<file path="config.mk">
export PLATFORM = sky130hd
export DESIGN_NAME = ismap_top
export DESIGN_NICKNAME = d
export VERILOG_FILES = /design/src/ismap_pkg.sv /design/src/ismap_flag.sv /design/src/ismap_top.sv
export SDC_FILE = /design/constraint.sdc
export NUM_CORES = 1
export LEC_CHECK = 0
export BUFFER_PORTS_ARGS = -buffer_cell sky130_fd_sc_hd__buf_2
export CAP_MARGIN = 20
export CORE_ASPECT_RATIO = 1.2
export CORE_MARGIN = 3
export CORE_UTILIZATION = 59
export CTS_CLUSTER_DIAMETER = 30
export DETAILED_ROUTE_END_ITERATION = 8
export PLACE_DENSITY = 0.74
export SETUP_SLACK_MARGIN = 0.05
export SYNTH_ARGS = -nofsm -noshare
export SYNTH_HDL_FRONTEND = slang
export SYNTH_SLANG_ARGS = --single-unit
</file>
<file path="constraint.sdc">
create_clock -name clk_i -period 73.6 [get_ports clk_i]
set_input_delay 3.68 -clock clk_i [delete_from_list [all_inputs] [get_ports clk_i]]
set_output_delay 3.68 -clock clk_i [all_outputs]
set_load 0.05 [all_outputs]
</file>
<file path="src/ismap_pkg.sv">
// Function
// - Requests are numbered 0 to 38 in a fixed order, and among equal requests the lower number wins.
// - The core timer is request 0 on vector 0, using flag bit 0, enable bit 0 and slot 0 of priority word 0, and it is not persistent.
// - The two software requests are requests 1 and 2 on vectors 1 and 2, using slots 1 and 2 of priority word 0, and they are not persistent.
// - The five external pin requests are 3, 8, 13, 18 and 23 on vectors 3, 7, 11, 15 and 19, and they are not persistent.
// - Timers one to five are requests 4, 9, 14, 19 and 24, compares one to five are 7, 12, 17, 22 and 27, and none is persistent.
// - Each capture channel has an error request and a data request on consecutive numbers, sharing one vector and one slot, and both are persistent.
// - Converter done is request 28 on vector 23, using slot 3 of priority word 5, and it is persistent.
// - Clock failure, calendar and flash event are requests 29, 30 and 31 on vectors 24, 25 and 26, and they are not persistent.
// - Requests 0 to 31 use the same bit of flag and enable word 0, and later requests use bit n-32 of word 1.
// - Each priority word holds four slots, each with a priority at bits 4:2, 12:10, 20:18 or 28:26 and a subpriority two bits below.
// - The comparators are requests 32, 33 and 34 on vectors 27, 28 and 29, and they are not persistent.
// - USB is request 35 on vector 30, using slot 2 of priority word 7, and it is persistent.
// - The serial fault, receive and transfer requests are 36, 37 and 38, share vector 31 and slot 3 of priority word 7, and are persistent.
// - A status register reports the six-bit vector and three-bit priority of the latest request presented to the core.
`default_nettype none
package ismap_pkg;
    // =========================================
    // sizes
    localparam int ISMAP_NREQ = 39;
    localparam int ISMAP_NVEC = 32;
    localparam int ISMAP_NPW = 8;
    // =========================================
    // register indices on the plain port
    localparam logic [3:0] ISMAP_A_FLAG0 = 4'h0;
    localparam logic [3:0] ISMAP_A_FLAG1 = 4'h1;
    localparam logic [3:0] ISMAP_A_EN0 = 4'h2;
    localparam logic [3:0] ISMAP_A_EN1 = 4'h3;
    localparam logic [3:0] ISMAP_A_STATE = 4'h4;
    localparam logic [3:0] ISMAP_A_PRIO0 = 4'h8;
    // =========================================
    // field positions of the state register and a slot
    localparam int ISMAP_VEC_LSB = 0;
    localparam int ISMAP_LVL_LSB = 8;
    localparam int ISMAP_SLOT_STRIDE = 8;
    localparam int ISMAP_PRI_LSB = 2;
    localparam int ISMAP_SUB_LSB = 0;
    localparam logic [31:0] ISMAP_RESET_WORD = 32'h0000_0000;
    // =========================================
    // request to vector map
    localparam logic [5:0] ISMAP_VEC_OF [ISMAP_NREQ] = '{
        6'h00, 6'h01, 6'h02, 6'h03, 6'h04, 6'h05, 6'h05, 6'h06, 6'h07, 6'h08,
        6'h09, 6'h09, 6'h0A, 6'h0B, 6'h0C, 6'h0D, 6'h0D, 6'h0E, 6'h0F, 6'h10,
        6'h11, 6'h11, 6'h12, 6'h13, 6'h14, 6'h15, 6'h15, 6'h16, 6'h17, 6'h18,
        6'h19, 6'h1A, 6'h1B, 6'h1C, 6'h1D, 6'h1E, 6'h1F, 6'h1F, 6'h1F};
    // persistence per request, bit n for request n
    localparam logic [38:0] ISMAP_PERSIST = 39'h78_1631_8C60;
    // =========================================
    // carriers
    typedef struct packed {
        logic [5:0] vec;
        logic [2:0] lvl;
        logic [1:0] sub;
    } ismap_sel_t;
endpackage
`default_nettype wire

</file>
<file path="src/ismap_flag.sv">
`timescale 1ns/1ps
`default_nettype none
// one interrupt flag: sticky on the event, cleared by writing one
module ismap_flag #(
    parameter bit PERSIST = 1'b0
) (
    input wire logic clk_i,
    input wire logic resetn_i,
    input wire logic event_i,
    input wire logic clear_i,
    output logic flag_o
);
    logic flag_r;
    logic flag_nxt;
    logic line_r;
    logic line_nxt;
    logic set;
    // a persistent source sets on its level, so a clear while the line stays high is overridden
    // the others set only on a rising line, so one event is taken once however long it stands
    assign set = PERSIST ? event_i : (event_i && !line_r);
    // set wins over a clear in the same cycle, so no event is lost
    always_comb begin
        flag_nxt = flag_r;
        line_nxt = event_i;
        if (clear_i) begin
            flag_nxt = 1'b0;
        end
        if (set) begin
            flag_nxt = 1'b1;
        end
    end
    always_ff @(posedge clk_i or negedge resetn_i) begin
        if (!resetn_i) begin
            flag_r <= 1'b0;
            line_r <= 1'b0; // idle level of the line, so no false edge after reset
        end else begin
            flag_r <= flag_nxt;
            line_r <= line_nxt;
        end
    end
    assign flag_o = flag_r;
endmodule
`default_nettype wire

</file>
<file path="src/ismap_top.sv">
// Chosen here: the strobed register port and the register offsets.
`timescale 1ns/1ps
`default_nettype none
module ismap_top (
    input wire logic clk_i,
    input wire logic resetn_i,
    input wire logic [38:0] src_i,
    input wire logic [3:0] addr_i,
    input wire logic [31:0] wdata_i,
    input wire logic wr_i,
    input wire logic rd_i,
    output logic [31:0] rdata_o,
    output logic irq_o,
    output logic [5:0] vec_o,
    output logic [2:0] lvl_o
);
    import ismap_pkg::*;

    // =========================================
    // flags, one instance per request
    logic [38:0] flag;
    logic [38:0] clr;
    logic [63:0] en_r;
    logic [63:0] en_nxt;
    logic [31:0] prio_r [ISMAP_NPW];
    logic [31:0] prio_nxt [ISMAP_NPW];

    // write of one clears a flag; word 1 covers requests 32 and up
    always_comb begin
        clr = '0;
        if (wr_i && addr_i == ISMAP_A_FLAG0) begin
            clr[31:0] = wdata_i;
        end
        if (wr_i && addr_i == ISMAP_A_FLAG1) begin
            clr[38:32] = wdata_i[6:0];
        end
    end

    genvar g;
    generate
        for (g = 0; g < ISMAP_NREQ; g++) begin : g_flag
            ismap_flag #(
                .PERSIST(ISMAP_PERSIST[g])
            ) u_flag (
                .clk_i(clk_i),
                .resetn_i(resetn_i),
                .event_i(src_i[g]),
                .clear_i(clr[g]),
                .flag_o(flag[g])
            );
        end
    endgenerate

    // =========================================
    // enable and priority words, plain read/write storage
    always_comb begin
        en_nxt = en_r;
        prio_nxt = prio_r;
        if (wr_i && addr_i == ISMAP_A_EN0) begin
            en_nxt[31:0] = wdata_i;
        end
        if (wr_i && addr_i == ISMAP_A_EN1) begin
            en_nxt[63:32] = {25'h0, wdata_i[6:0]};
        end
        if (wr_i && addr_i[3]) begin
            // only the slot fields are kept, the rest reads as zero
            prio_nxt[addr_i[2:0]] = wdata_i & 32'h1F1F_1F1F;
        end
    end

    always_ff @(posedge clk_i or negedge resetn_i) begin
        if (!resetn_i) begin
            en_r <= 64'h0;
            for (int i = 0; i < ISMAP_NPW; i++) begin
                prio_r[i] <= ISMAP_RESET_WORD;
            end
        end else begin
            en_r <= en_nxt;
            prio_r <= prio_nxt;
        end
    end

    // =========================================
    // arbitration: highest priority, then subpriority, then lowest request
    ismap_sel_t best;
    logic any;
    always_comb begin
        logic [4:0] slot;
        logic [2:0] p;
        logic [1:0] s;
        best = '0;
        any = 1'b0;
        slot = '0;
        p = '0;
        s = '0;
        for (int n = 0; n < ISMAP_NREQ; n++) begin
            // vector n sits in word n/4, slot n%4
            slot = ISMAP_VEC_OF[n][4:0];
            p = prio_r[slot[4:2]][slot[1:0]*ISMAP_SLOT_STRIDE + ISMAP_PRI_LSB +: 3];
            s = prio_r[slot[4:2]][slot[1:0]*ISMAP_SLOT_STRIDE + ISMAP_SUB_LSB +: 2];
            // flag, enable and nonzero priority are all needed
            if (flag[n] && en_r[n] && p != 3'h0) begin
                // strict compare keeps the lower number on a tie
                if (!any || p > best.lvl || (p == best.lvl && s > best.sub)) begin
                    best.vec = ISMAP_VEC_OF[n];
                    best.lvl = p;
                    best.sub = s;
                    any = 1'b1;
                end
            end
        end
    end

    // =========================================
    // presented request and the latest-state register
    logic irq_r;
    logic irq_nxt;
    logic [5:0] vec_r;
    logic [5:0] vec_nxt;
    logic [2:0] lvl_r;
    logic [2:0] lvl_nxt;
    always_comb begin
        irq_nxt = any;
        vec_nxt = vec_r;
        lvl_nxt = lvl_r;
        // values hold after the request goes away, as the latest presented
        if (any) begin
            vec_nxt = best.vec;
            lvl_nxt = best.lvl;
        end
    end
    always_ff @(posedge clk_i or negedge resetn_i) begin
        if (!resetn_i) begin
            irq_r <= 1'b0;
            vec_r <= 6'h00;
            lvl_r <= 3'h0;
        end else begin
            irq_r <= irq_nxt;
            vec_r <= vec_nxt;
            lvl_r <= lvl_nxt;
        end
    end
    assign irq_o = irq_r;
    assign vec_o = vec_r;
    assign lvl_o = lvl_r;

    // =========================================
    // read data, one cycle after the strobe; unmapped reads zero
    logic [31:0] rdata_r;
    logic [31:0] rdata_nxt;
    always_comb begin
        rdata_nxt = 32'h0;
        if (rd_i) begin
            if (addr_i[3]) begin
                rdata_nxt = prio_r[addr_i[2:0]];
            end else begin
                case (addr_i)
                    ISMAP_A_FLAG0: rdata_nxt = flag[31:0];
                    ISMAP_A_FLAG1: rdata_nxt = {25'h0, flag[38:32]};
                    ISMAP_A_EN0: rdata_nxt = en_r[31:0];
                    ISMAP_A_EN1: rdata_nxt = en_r[63:32];
                    ISMAP_A_STATE: rdata_nxt = {21'h0, lvl_r, 2'h0, vec_r};
                    default: rdata_nxt = 32'h0;
                endcase
            end
        end
    end
    always_ff @(posedge clk_i or negedge resetn_i) begin
        if (!resetn_i) begin
            rdata_r <= 32'h0;
        end else begin
            rdata_r <= rdata_nxt;
        end
    end
    assign rdata_o = rdata_r;
endmodule
`default_nettype wire

</file>
==> key figures <==
Clock network
  – Root Driver: clkbuf_16
  – Clk_lat worst skew: 0.60 ns
  – Num CTS Buffers: 67
  – Post-CTS setup buffers: 0
  – CTS resizes: 0
  – CTS sink cnt: 303
  – H-Tree Depth: 3
  – Reg clk slew, reported paths: 0.05 ns
  – TritonCTS clock tree: built
  – Maximum clock insertion buffer count: 3
  – Hold bufs inserted after CTS: 0

Global route
  – GRT overflow: 0
  – First-pass GRT wire length: roughly 120000 um
  – Largest net degree at the start of global routing: around 140
  – Gr usage total: 38.82%
  – Vias in the first global route: approximately 20000
  – Initial antenna violation count: 3

Timing
  – RSZ-0062 raised after global routing: no
  – Slew margin rel.: 27.56%
  – Hold Fails Final Rpt: 0
  – Final Skew: about 0.027 ns
  – Fin crit share: 92.66%
  – Setup TNS: 0 ns
  – Fmax: 14.66 MHz
  – Worst-margin pin slew: around 1.1 ns
  – Max-slew violations: 0
  – Post-route minimum period: 68.20 ns
  – Setup-failing EPs final: 0

Worst setup path
  – Critical path data required time: 74.07 ns
  – Maximum fanout along the worst path: 13
  – CP max-delay cell: o32ai_1
  – Slowest stage delay, CP: 0.67 ns
  – Most used cell, CP: ha_1
  – WP data arrival: 68.67 ns
  – Reg2reg start: prio_r[228]$_DFFE_PN0P_
  – Crit. End Element: flop
  – R2R cell count: 314
  – Crit path kind: flop to flop
  – Startpoint Class: flop
  – Crit path launch: prio_r[228]$_DFFE_PN0P_

Hold path
  – Worst Min Path Start: g_flag[30].u_flag.line_r$_DFF_PN0_
  – Hold depth: 1
  – Worst Hold Class: flop to flop

Placement
  – Port bufs: between 100 and 150
  – Number of instances in the placed design: ~3000
  – DP Area: 0.02336 mm2
  – Hpwl dp: 57960 um
  – Gpl congestion: 1.009

Detailed routing
  – 1st-iter DRT viols: 1872
  – Post-route DRC: 0
  – 1st-pass router iterations: 8
  – Routed len/inst: 25.06 um
  – Via Count: 20810
  – Final wirelength: 78580 um
  – Via density: 6.636
  – Post-DRT Antenna Nets: 0

Synth
  – Syn Inst Count: 2511
  – Synth area leader: dfrtp_1
  – Synth Register Bits: 303
  – Area contributors post-synth: dfrtp_1 34%, mux2_2 10%, ha_1 9.0%
  – Synth cell count leaders: 309 x nand2_1, 303 x dfrtp_1, 215 x o21ai_0
  – Synth Flop Type: dfrtp_1
  – Avg Synthesized Cell Area: 8.923 um2
  – Syn nets: 2752
  – Sequential area share after synthesis: about a third
  – Count leader, synth: nand2_1
  – Cell Area, Synth: 0.02241 mm2
  – Synth unique cells: 111
  – EDFF count, synth: 0
  – Ys async rst share: 100.0%
  – Syn. warnings: 0
  – Share of the synthesized area in the top cell type: roughly a third

Floorplanning
  – Site Rows: 77
  – Die Wd: 183.9 um
  – Die area: ~0.040 mm2
  – Chip height: about 220 um
  – Core Region: between 0.03 and 0.04 mm2
  – I/O pins: approximately 120
  – Starting density of the core: 60.25%

Final layout
  – Syn-to-layout area delta: 14.95%
  – Core Util, Final: 69.26%
  – Diode count: 0
  – Final Non-Filler Cells: 3136
  – Design area: 0.02576 mm2
  – Share of layout cells above drive strength 1: between 20% and 30%
  – Fin nets: 2850

Status
  – Status: finished, final reports clean

Job
  – # Max-Cap Violations: 0
-- sequential cells by signal (all words and copies together), names as in the netlist --
register,count
g_flag.u_flag.flag_o,39
g_flag.u_flag.line_r,24
vec_o,5
rdata_o,32
en_r,39
irq_o,1
lvl_o,3
prio_r,160
-- layout by cell type (no fill, tap or decap), types with 8 or more instances in the layout --
cell type,synthesis,final
buf_4,5,18
nor2_1,159,151
ha_1,162,162
o211ai_1,13,13
clkbuf_16,0,68
a211oi_1,22,22
a21o_1,35,35
or3_1,16,16
a22oi_1,29,29
and2_1,13,13
clkinvlp_4,0,10
o311a_1,21,21
o21ai_0,215,215
o21ai_1,14,13
nor2_2,0,8
mux2_2,199,199
o311ai_0,23,23
nand3_1,40,40
bufinv_16,0,8
a21oi_1,140,140
o22ai_1,35,35
inv_1,208,208
and3_1,21,20
clkbuf_8,0,9
o31ai_1,10,10
or2_2,9,9
buf_2,3,119
nand2_1,309,308
dfrtp_1,303,303
a22o_1,9,9
nor3_1,31,29
nor2b_1,33,33
mux4_2,16,16
a31oi_1,23,21
mux2i_1,56,56
nand2b_1,26,26
-- cell families after synthesis --
family          count (synthesis)  synth area share (%)
compound gates                720                 21.70
xor+xnor                       10                0.3909
fa+ha+maj                     169                 9.359
buf+inv                       321                 5.528
flops                         303                 33.84
mux                           277                 14.48
other cells                     1               0.01674
simple gates                  710                 14.69
-- layout make-up --
type,count,area (um2)
well taps,474,593.1
inverters,209,784.5
clock inverters,40,515.5
flip-flops and latches,303,7582
fillers,2983,11430
clock buffers,82,1844
repair buffers,141,800.8
multi-input cells,1887,13640
-- worst paths after layout --
path	to	slack [ns]
worst max-delay path	vec_o[4]$_DFFE_PN0P_	5.40
worst min-delay path	g_flag[30].u_flag.flag_o$_DFFE_PN0P_	0.42
worst max register to register	vec_o[4]$_DFFE_PN0P_	5.40
worst min register to register	g_flag[30].u_flag.flag_o$_DFFE_PN0P_	0.42
max in group asynchronous	prio_r[192]$_DFFE_PN0P_	69.10
min in group asynchronous	en_r[23]$_DFFE_PN0P_	3.11
-- worst max-delay path: cells and delay by family, from the launching register on --
family                     cells  cell delay, ns
AOI/OAI and AO/OA            126           29.88
xor gates and xnor gates       1            0.18
muxes                         36           12.03
DFF                            1            0.41
adders and majority gates     37           10.71
buffers and inverters         17            1.41
and+or+nand+nor               97           13.40
-- stage by stage --
stage / hold slack [ns] / worst slack, ns
CTS: 0.4165 / 5.928
finish: 0.4179 / 5.400
global placement: 0.4013 / 7.918
floorplan: 0.3996 / 14.77
detailed placement: 0.4091 / 6.239
global route: 0.4326 / 0.1151
-- per-layer routing --
| metal | global-route usage [%] | wire [um] | part of all wire [%] | vias up |
|---|---|---|---|---|
| met3 | 8.486 | 6995 | 8.9 | 306 |
| li1 | - | - | - | 9354 |
| met5 | 0 | 27 | 0.034 | - |
| met1 | 48.94 | 30780 | 39 | 10130 |
| met2 | 61.75 | 35620 | 45 | 1018 |
| met4 | 22.36 | 5149 | 6.6 | 4 |
Power is left out: the tool's default activity adds up to more than one toggle a clock period on the data nets, which glitch-free logic cannot reach.
